**config.mk**
```make
export PLATFORM = sky130hd
export DESIGN_NAME = pwmoim_top
export DESIGN_NICKNAME = d
export VERILOG_FILES = /design/src/rtl/pwmoim_channel.v /design/src/rtl/pwmoim_ahb_slave.v /design/src/rtl/pwmoim_top.v
export VERILOG_INCLUDE_DIRS = /design/src /design/src/rtl
export SDC_FILE = /design/constraint.sdc
export NUM_CORES = 1
export LEC_CHECK = 0
export ABC_AREA = 1
export BUFFER_PORTS_ARGS = -buffer_cell sky130_fd_sc_hd__buf_2
export CAP_MARGIN = 20
export CORE_MARGIN = 2
export CORE_UTILIZATION = 50
export CTS_BUF_LIST = sky130_fd_sc_hd__clkbuf_4 sky130_fd_sc_hd__clkbuf_8
export DETAILED_ROUTE_END_ITERATION = 16
export PLACE_DENSITY = 0.81
export SETUP_SLACK_MARGIN = 0.3
export SYNTH_ARGS = -nofsm -noshare
export SYNTH_HDL_FRONTEND = slang
export SYNTH_SLANG_ARGS = --single-unit
```
**constraint.sdc**
```tcl
create_clock -name hclk -period 1.7 [get_ports hclk]
set_input_delay 0.17 -clock hclk [delete_from_list [all_inputs] [get_ports hclk]]
set_output_delay 0.17 -clock hclk [all_outputs]
set_load 0.01 [all_outputs]
```
**src/rtl/pwmoim_defines.vh**
```
// Register indices, field positions and reset values of the output stage
`ifndef PWMOIM_DEFINES_VH
`define PWMOIM_DEFINES_VH

`define PWMOIM_CHANNELS 8
`define PWMOIM_IDX_INIT 8'h1C
`define PWMOIM_IDX_MASK 8'h1D
`define PWMOIM_IDX_SYNC_CTRL 8'h20
`define PWMOIM_IDX_POLARITY 8'h21
`define PWMOIM_IDX_INIT_CMD 8'h22
`define PWMOIM_IDX_STATUS 8'h23
`define PWMOIM_SYNC_SW_BIT 7
`define PWMOIM_SYNC_HW_SEL_BIT 6
`define PWMOIM_SYNC_MASK_SEL_BIT 3
`define PWMOIM_INIT_CMD_SW_BIT 0
`define PWMOIM_INIT_CMD_HW_EN_BIT 1
`define PWMOIM_RST_INIT 8'h00
`define PWMOIM_RST_MASK 8'h00
`define PWMOIM_RST_SYNC_CTRL 8'h00
`define PWMOIM_RST_POLARITY 8'h00
`define PWMOIM_RST_INIT_CMD 8'h00
`define PWMOIM_HTRANS_NONSEQ 2'h2
`define PWMOIM_HTRANS_SEQ 2'h3

`endif

```
**src/rtl/pwmoim_channel.v**
```verilog
// One conditioned channel output: initialization, match update and masking
`timescale 1ns/1ps
module pwmoim_channel (
	input wire hclk,
	input wire hresetn,
	input wire init_evt,
	input wire chan_init_level,
	input wire match,
	input wire match_level,
	input wire chan_output_masked,
	input wire invert,
	output reg chan_out
);

	reg level;
	reg next_level;

	always @* begin
		next_level = level;
		if (init_evt) begin
			next_level = chan_init_level;
		end else if (match && !chan_output_masked) begin
			next_level = match_level;
		end
	end

	always @(posedge hclk or negedge hresetn) begin
		if (!hresetn) begin
			level <= 1'b0;
			chan_out <= 1'b0;
		end else begin
			level <= next_level;
			if (chan_output_masked) begin
				chan_out <= invert;
			end else begin
				chan_out <= next_level ^ invert;
			end
		end
	end

endmodule

```
**src/rtl/pwmoim_ahb_slave.v**
```verilog
// AHB-Lite slave front end: address capture, write strobe, one-wait reads
`timescale 1ns/1ps
`include "pwmoim_defines.vh"
module pwmoim_ahb_slave (
	input wire hclk,
	input wire hresetn,
	input wire hsel,
	input wire [31:0] haddr,
	input wire [1:0] htrans,
	input wire hwrite,
	input wire hready,
	output reg hreadyout,
	output reg hresp,
	output reg wr_strobe,
	output reg rd_strobe,
	output reg [7:0] reg_idx
);

	wire take;
	reg rd_wait;

	assign take = hsel && hready &&
		(htrans == `PWMOIM_HTRANS_NONSEQ || htrans == `PWMOIM_HTRANS_SEQ);

	always @(posedge hclk or negedge hresetn) begin
		if (!hresetn) begin
			hreadyout <= 1'b1;
			hresp <= 1'b0;
			wr_strobe <= 1'b0;
			rd_strobe <= 1'b0;
			rd_wait <= 1'b0;
			reg_idx <= 8'h00;
		end else begin
			hresp <= 1'b0;
			rd_strobe <= 1'b0;
			if (rd_wait) begin
				rd_wait <= 1'b0;
				hreadyout <= 1'b1;
				wr_strobe <= 1'b0;
			end else begin
				wr_strobe <= take && hwrite;
				if (take) begin
					reg_idx <= (haddr[31:10] == 22'h000000 && haddr[1:0] == 2'h0)
						? haddr[9:2] : 8'hFF;
				end
				if (take && !hwrite) begin
					rd_wait <= 1'b1;
					rd_strobe <= 1'b1;
					hreadyout <= 1'b0;
				end
			end
		end
	end

endmodule

```
**src/rtl/pwmoim_top.v**
```verilog
// Channel output initialization and masking stage with its register file
`timescale 1ns/1ps
`include "pwmoim_defines.vh"
// Operation
// - Eight channels, bit n controls channel n
// - Initialization forces each output to init bit; code gives unmasked outputs init bit XOR polarity, masked ones stay inactive
// - Init bit 0 drives low, 1 high; with polarity bit 1 the code drives init bit 0 high, 1 low
// - Init register index 1Ch, mask index 1Dh
// - Mask bit 1 forces output inactive
// - Masked channel ignores compare matches
// - Mask writes go to write buffer
// - Active mask loads from buffer by synchronization
// - Mask bits reset to zero
// - Select 0 copies every clock, 1 on sync
// - Writing software sync bit raises sync trigger
module pwmoim_top (
	input wire hclk,
	input wire hresetn,
	input wire hsel,
	input wire [31:0] haddr,
	input wire [1:0] htrans,
	input wire hwrite,
	input wire [2:0] hsize,
	input wire [31:0] hwdata,
	input wire hready,
	output reg [31:0] hrdata,
	output wire hreadyout,
	output wire hresp,
	input wire [7:0] chan_match,
	input wire [7:0] chan_match_level,
	input wire hw_sync_trig,
	input wire hw_init_trig,
	output wire [7:0] chan_out,
	output reg sync_event,
	output reg init_event
);

	wire wr_strobe;
	wire rd_strobe;
	wire [7:0] reg_idx;
	wire [7:0] wbyte;

	reg [7:0] channel_init_values;
	reg [7:0] mask_wbuf;
	reg [7:0] channel_output_masks;
	reg [7:0] polarity;
	reg mask_sync_select;
	reg hw_sync_select;
	reg hw_init_enable;
	reg sw_sync_pulse;
	reg sw_init_pulse;
	reg hw_sync_prev;
	reg hw_init_prev;

	wire hw_sync_rise;
	wire hw_init_rise;
	wire sync_now;
	wire init_now;

	reg [7:0] next_masks;
	reg [31:0] rd_mux;

	wire wr_init;
	wire wr_mask;
	wire wr_sync;
	wire wr_pol;
	wire wr_cmd;

	assign wbyte = hwdata[7:0];

	pwmoim_ahb_slave u_slave (
		.hclk(hclk),
		.hresetn(hresetn),
		.hsel(hsel),
		.haddr(haddr),
		.htrans(htrans),
		.hwrite(hwrite),
		.hready(hready),
		.hreadyout(hreadyout),
		.hresp(hresp),
		.wr_strobe(wr_strobe),
		.rd_strobe(rd_strobe),
		.reg_idx(reg_idx)
	);

	// Register decode on the word index
	assign wr_init = wr_strobe && (reg_idx == `PWMOIM_IDX_INIT);
	assign wr_mask = wr_strobe && (reg_idx == `PWMOIM_IDX_MASK);
	assign wr_sync = wr_strobe && (reg_idx == `PWMOIM_IDX_SYNC_CTRL);
	assign wr_pol = wr_strobe && (reg_idx == `PWMOIM_IDX_POLARITY);
	assign wr_cmd = wr_strobe && (reg_idx == `PWMOIM_IDX_INIT_CMD);

	// Initialization values, one bit per channel
	always @(posedge hclk or negedge hresetn) begin
		if (!hresetn) begin
			channel_init_values <= `PWMOIM_RST_INIT;
		end else if (wr_init) begin
			channel_init_values <= wbyte;
		end
	end

	// Mask write buffer takes every software write
	always @(posedge hclk or negedge hresetn) begin
		if (!hresetn) begin
			mask_wbuf <= `PWMOIM_RST_MASK;
		end else if (wr_mask) begin
			mask_wbuf <= wbyte;
		end
	end

	// Active mask transfer from the write buffer
	always @* begin
		next_masks = channel_output_masks;
		if (!mask_sync_select) begin
			next_masks = mask_wbuf;
		end else if (sync_now) begin
			next_masks = mask_wbuf;
		end
	end

	always @(posedge hclk or negedge hresetn) begin
		if (!hresetn) begin
			channel_output_masks <= `PWMOIM_RST_MASK;
		end else begin
			channel_output_masks <= next_masks;
		end
	end

	// Output polarity per channel
	always @(posedge hclk or negedge hresetn) begin
		if (!hresetn) begin
			polarity <= `PWMOIM_RST_POLARITY;
		end else if (wr_pol) begin
			polarity <= wbyte;
		end
	end

	// Synchronization control
	always @(posedge hclk or negedge hresetn) begin
		if (!hresetn) begin
			mask_sync_select <= 1'b0;
			hw_sync_select <= 1'b0;
			sw_sync_pulse <= 1'b0;
		end else begin
			sw_sync_pulse <= wr_sync && wbyte[`PWMOIM_SYNC_SW_BIT];
			if (wr_sync) begin
				mask_sync_select <= wbyte[`PWMOIM_SYNC_MASK_SEL_BIT];
				hw_sync_select <= wbyte[`PWMOIM_SYNC_HW_SEL_BIT];
			end
		end
	end

	// Initialization command
	always @(posedge hclk or negedge hresetn) begin
		if (!hresetn) begin
			hw_init_enable <= 1'b0;
			sw_init_pulse <= 1'b0;
		end else begin
			sw_init_pulse <= wr_cmd && wbyte[`PWMOIM_INIT_CMD_SW_BIT];
			if (wr_cmd) begin
				hw_init_enable <= wbyte[`PWMOIM_INIT_CMD_HW_EN_BIT];
			end
		end
	end

	// Rising edges of the trigger inputs from the timer core
	always @(posedge hclk or negedge hresetn) begin
		if (!hresetn) begin
			hw_sync_prev <= 1'b0;
			hw_init_prev <= 1'b0;
		end else begin
			hw_sync_prev <= hw_sync_trig;
			hw_init_prev <= hw_init_trig;
		end
	end

	assign hw_sync_rise = hw_sync_trig && !hw_sync_prev;
	assign hw_init_rise = hw_init_trig && !hw_init_prev;
	assign sync_now = sw_sync_pulse || (hw_sync_select && hw_sync_rise);
	assign init_now = sw_init_pulse || (hw_init_enable && hw_init_rise);

	// Event indications for the rest of the timer
	always @(posedge hclk or negedge hresetn) begin
		if (!hresetn) begin
			sync_event <= 1'b0;
			init_event <= 1'b0;
		end else begin
			sync_event <= sync_now;
			init_event <= init_now;
		end
	end

	// Conditioned channel outputs
	genvar n;
	generate
		for (n = 0; n < `PWMOIM_CHANNELS; n = n + 1) begin : g_chan
			pwmoim_channel u_chan (
				.hclk(hclk),
				.hresetn(hresetn),
				.init_evt(init_now),
				.chan_init_level(channel_init_values[n]),
				.match(chan_match[n]),
				.match_level(chan_match_level[n]),
				.chan_output_masked(channel_output_masks[n]),
				.invert(polarity[n]),
				.chan_out(chan_out[n])
			);
		end
	endgenerate

	// Read multiplexer, sampled at the end of the read wait state
	always @* begin
		rd_mux = 32'h00000000;
		case (reg_idx)
			`PWMOIM_IDX_INIT: begin
				rd_mux[7:0] = channel_init_values;
			end
			`PWMOIM_IDX_MASK: begin
				rd_mux[7:0] = channel_output_masks;
			end
			`PWMOIM_IDX_SYNC_CTRL: begin
				rd_mux[`PWMOIM_SYNC_MASK_SEL_BIT] = mask_sync_select;
				rd_mux[`PWMOIM_SYNC_HW_SEL_BIT] = hw_sync_select;
			end
			`PWMOIM_IDX_POLARITY: begin
				rd_mux[7:0] = polarity;
			end
			`PWMOIM_IDX_INIT_CMD: begin
				rd_mux[`PWMOIM_INIT_CMD_HW_EN_BIT] = hw_init_enable;
			end
			`PWMOIM_IDX_STATUS: begin
				rd_mux[7:0] = chan_out;
			end
			default: begin
				rd_mux = 32'h00000000;
			end
		endcase
	end

	always @(posedge hclk or negedge hresetn) begin
		if (!hresetn) begin
			hrdata <= 32'h00000000;
		end else if (rd_strobe) begin
			hrdata <= rd_mux;
		end
	end

endmodule

```
After elaboration in Yosys (flattened, before gate mapping) --
Index checks and enable logic that the tools add are counted.
Cells by class: equality and inequality tests 9, mux-type cells 39, bitwise logic cells 9, reduce and logical (&&, ||, !) cells 42
Operators by type and width (count):
- 8-bit by 6-bit == test with 1-bit output (second input constant) | 4
- 1-bit two-way mux | 29
- 1-bit logical AND | 24
- 8-bit two-way mux | 3
- 22-bit logical NOT | 1
- 8-bit by 5-bit == test with 1-bit output (second input constant) | 2
- 1-bit one-hot mux with 5 select lines | 3
- 1-bit one-hot mux with 4 select lines | 3
- 1-bit logical NOT | 11
- 2-bit one-hot mux with 4 select lines | 1
- 1-bit bitwise XOR | 8
- 2-bit == test (second input constant) | 2
- 1-bit logical OR | 3
- 2-bit logical NOT | 1
- 2-bit by 1-bit inequality test with 1-bit output (second input constant) | 1
- 2-bit AND reduction | 1
- 2-bit nonzero test | 1
- 1-bit inverter | 1
Word-level totals: register bits after elaboration 76, input bits 92, output and inout port bits 44, word-level logic and storage cells 133

Longest topological paths before layout --
depth after elaboration 7, mapped depth 10, mapped depth without buffers 9

Modules after synthesis --
A second synthesis with hierarchy kept.
Unflattened totals: cells, all modules 487, area, all modules 4050.1 um^2
Modules (own cells, without submodules):
- pwmoim_top | instances 1, cells each 267, area each 2524.9 um^2, seq. area each 1226.2 um^2
- pwmoim_channel | instances 8, cells each 17, area each 117.6 um^2, seq. area each 50.0 um^2
- pwmoim_ahb_slave | instances 1, cells each 84, area each 584.3 um^2, seq. area each 276.5 um^2

Worst setup path before layout --
OpenSTA, ideal clock, no wires.
kind reg2reg, start point register u_slave.reg_idx[0], end point register channel_init_values[3], setup time 118 ps, data arrival time 1150 ps, required time 1582 ps, setup slack 432 ps, cell stages (with the launch flop) 8, buffers on the path 1, clock period less this slack 1268 ps, path through dfrtp_1 inv_1 nand2_1 nor2_4 nand3_4 buf_6 nand2_1 o21ai_2
Between the ends: cells in the longest elaborated chain, start to end 2
Ends and longest elaborated chain:
- start, declared | RTL line pwmoim_ahb_slave.v:16 | output reg [7:0] reg_idx
- start signal, assigned | RTL line pwmoim_ahb_slave.v:43 | reg_idx <= (haddr[31:10] == 22'h000000 && haddr[1:0] == 2'h0)
- 8-bit by 5-bit == test with 1-bit output
- 1-bit logical AND | RTL line pwmoim_top.v:87 | assign wr_init = wr_strobe && (reg_idx == `PWMOIM_IDX_INIT);
- end signal, assigned | RTL line pwmoim_top.v:96 | channel_init_values <= `PWMOIM_RST_INIT;
- end signal, assigned | RTL line pwmoim_top.v:98 | channel_init_values <= wbyte;
- end, declared | RTL line pwmoim_top.v:43 | reg [7:0] channel_init_values;
No other way between the ends. A chain may end at the register's enable or synchronous reset.

Worst setup path in the final report --
start point register u_slave.reg_idx[4], end point register hrdata[7]
Between the ends: cells in the longest elaborated chain, start to end 2, elaborated cells between the ends (all ways) 5, classes of those cells 4 x eq/ne; 1 x mux
Ends and longest elaborated chain:
- 8-bit by 6-bit == test with 1-bit output / 8-bit by 5-bit == test with 1-bit output (equally long branches) | RTL line pwmoim_top.v:214 | case (reg_idx)
- 1-bit one-hot mux with 4 select lines (*) | RTL line pwmoim_top.v:214
- end signal, assigned | RTL line pwmoim_top.v:244 | hrdata <= rd_mux;
- end, declared | RTL line pwmoim_top.v:26 | output reg [31:0] hrdata,
Every way passes the cells marked *; elsewhere a longest branch is shown, timed or not.

==> run metrics <==
synth cell count leaders nand2_1 (121), dfrtp_1 (75), nor2_1 (51); Synth Area in Simple Gates 0.2895; GRT overflow 0; final instance area 4882 µm²; clock skew 0.01079 ns; Post-Syn Instances 478; min-delay src hwdata[7]; RR Startpoint u_slave.reg_idx[4]; Fmax 0.7303 GHz; Hold Vio Cnt, Final 0; Max VDD drop 0.0005401 V; fraction of layout instances using a drive strength above 1 0.3157; CP Max Fanout 10; Seq/Total Area, Yosys 0.4729; total placed cells including tap cells 653; fin util 0.6285; Synth Area in XOR/XNOR 0; die width 93.71 µm; Leak Pwr 2.725 nW; post-route total power 3.818 mW; n_diodes 0; final worst-path cycle share 0.8055; Main synth FF type dfrtp_1; CTS sink cnt 76; DRC 0; PwrDens 782.1 nW/µm²; Die Y 93.71 µm; die area 8782 µm²; r2r setup slk 0.33 ns; multi-input logic area 1714 µm²; routability congestion estimate 0.7880; Antenna Nets Post-Route 0; dpl ws 0.2730 ns; worst hold slack 0.04485 ns; Req. time, crit path 1.94 ns; reg2reg path depth 8; maximum clock path buffer count 2; initial antenna violation count 0; Synth Area in Adders 0; synth warn 0; area grow syn2layout 21.33%; Buffers on Ports 82; largest net degree at the start of global routing 77; final-layout fill cell count 641; DP HPWL 6251 µm; Worst Hold End polarity[7]; # IOs 136; first-pass GRT wire length 15,300 µm; Vias/cell 4.935; Distinct cells, synth 32; crit path capture type flop; overall routing resource usage 0.2258; mux cell area share after synthesis 0; Synth Cell Area 4024 µm²; worst hold path type in2reg; final WL 9646 µm; share of the synthesized area in the top cell type 0.4664; Finish-stage setup viols 0; Reg clk slew, reported paths 0.08 ns; dominant cell type by area after synthesis dfrtp_1; Root Buffer clkbuf_8; Setup WS post-layout 0.3307 ns; FF+latch area 1904 µm²; drt pass-1 iters 5; Worst Path Arrival 1.61 ns; core area 7767 µm²; Synth area leaders dfrtp_1 (47%), nand2_1 (11%), buf_4 (6.2%); Post-synth EDFFs 0; Hold Path Stages 3; Placed Area 4409 µm²; DR iter-0 viols 197; H-Tree Depth 3; status complete, no violations; max-slew violations 0; vias in the first global route 3,272; most numerous cell in the Yosys netlist nand2_1; vias 3,395; Final #Nets 673; Mean Syn Cell Area 8.418 µm²; site row count 32; drt wl/cell 14.02 µm; compound-cell area share of the yosys netlist 0.1004; total CTS buffers 9; flops & latches, synth 76; Non-Filler Instances 688; Setup TNS Final 0 ns; TritonCTS clock tree built; post-layout min period 1.369 ns; largest family of logic cells by synthesized area simple AND/OR/NAND/NOR gates; Setup CP Type reg2reg; initial core utilization 0.5180; clk_lat worst skew 0.36 ns; R2R Path End hrdata[7]; Worst Setup Start Kind flop; # Max-Cap Violations 0; Async SR Flop Fraction 1.000; RSZ-0062 raised after global routing true
-- logic make-up (layout without fill, tap and decap cells) --
logic type | after synthesis | after routing
and+or+nand+nor | 245 | 246
other | 1 | 25
DFF | 76 | 76
buffers and inverters | 94 | 177
AOI/OAI and AO/OA | 62 | 62
-- layout by cell type, fill, tap and decap left out, types with 5 or more instances in the layout --
master / Yosys / layout
or2_2: 8 / 8
nand2_4: 4 / 5
o21ai_0: 17 / 17
nand2_1: 121 / 116
inv_2: 3 / 7
o21ai_1: 13 / 12
clkbuf_8: 0 / 13
nand2_2: 4 / 7
o21ai_2: 18 / 19
conb_1: 1 / 25
buf_4: 33 / 16
nor2_8: 5 / 5
inv_1: 47 / 43
dfrtp_1: 75 / 74
nand3_1: 42 / 42
buf_2: 1 / 82
o21a_1: 8 / 8
nor2_1: 51 / 49
-- routing by layer --
layer  wire, µm  GRT usage  vias to the layer above  share of wire
li1           -          -                     1661              -
met1       3938     0.2859                     1593           0.41
met2       4874     0.3762                      118           0.51
met3        615    0.04575                       23          0.064
met4        218    0.09783                        0          0.023
met5          0          0                        -              0
-- sequential cells by signal (all words and copies together), names as in the netlist --
name and flops:
channel_init_values 8, channel_output_masks 8, g_chan.u_chan.chan_out 8, g_chan.u_chan.level 8
hrdata 8, mask_wbuf 8, polarity 8, u_slave.reg_idx 8
hw_init_enable 1, hw_init_prev 1, hw_sync_prev 1, hw_sync_select 1
init_event 1, mask_sync_select 1, sw_init_pulse 1, sw_sync_pulse 1
sync_event 1, u_slave.hreadyout 1, u_slave.rd_strobe 1, u_slave.wr_strobe 1
-- worst max-delay path by stage --
stage	from	end	slack, ns	cells past startpoint
6_report	u_slave.reg_idx[4]	hrdata[7]	0.33	8
3_3_place_gp	u_slave.reg_idx[1]	polarity[7]	0.33	7
4_1_cts	u_slave.reg_idx[5]	mask_wbuf[3]	0.31	7
5_1_grt	u_slave.reg_idx[4]	hrdata[7]	0.28	8
3_5_place_dp	u_slave.reg_idx[0]	channel_init_values[4]	0.27	6
2_1_floorplan	u_slave.reg_idx[0]	channel_init_values[3]	0.43	7
-- critical path, stage by stage (launching register included) --
cell and delay (ns):
dfrtp_1 0.40, buf_4 0.14, nand2_2 0.10, nor2_8 0.07
buf_6 0.14, nand3_1 0.07, nand2_1 0.07, o21ai_2 0.19
nand2_1 0.06
-- power by group --
part,switching [mW],internal [mW]
Sequential,0.0379,1.88
Clock,0.665,0.836
Combinational,0.241,0.157
Total,0.944,2.87
-- cell type report --
| type | count | area share |
|---|---|---|
| clock buffer | 13 | 0.03665 |
| sequential | 76 | 0.3901 |
| tap | 102 | 0.02614 |
| inverter | 51 | 0.04203 |
| clock inverter | 3 | 0.008713 |
| multi-input combinational | 333 | 0.3511 |
| timing repair buffer | 110 | 0.1453 |
-- timing repair --
action,4_1_cts,5_1_grt
buffers inserted,9,4
hold buffers,4,0
gates resized for setup,1,18
hold endpoints to repair,78,0
pin swaps,5,8
gates cloned,1,1
setup endpoints to repair,26,39
No activity file was read; power rests on OpenSTA's default activity.
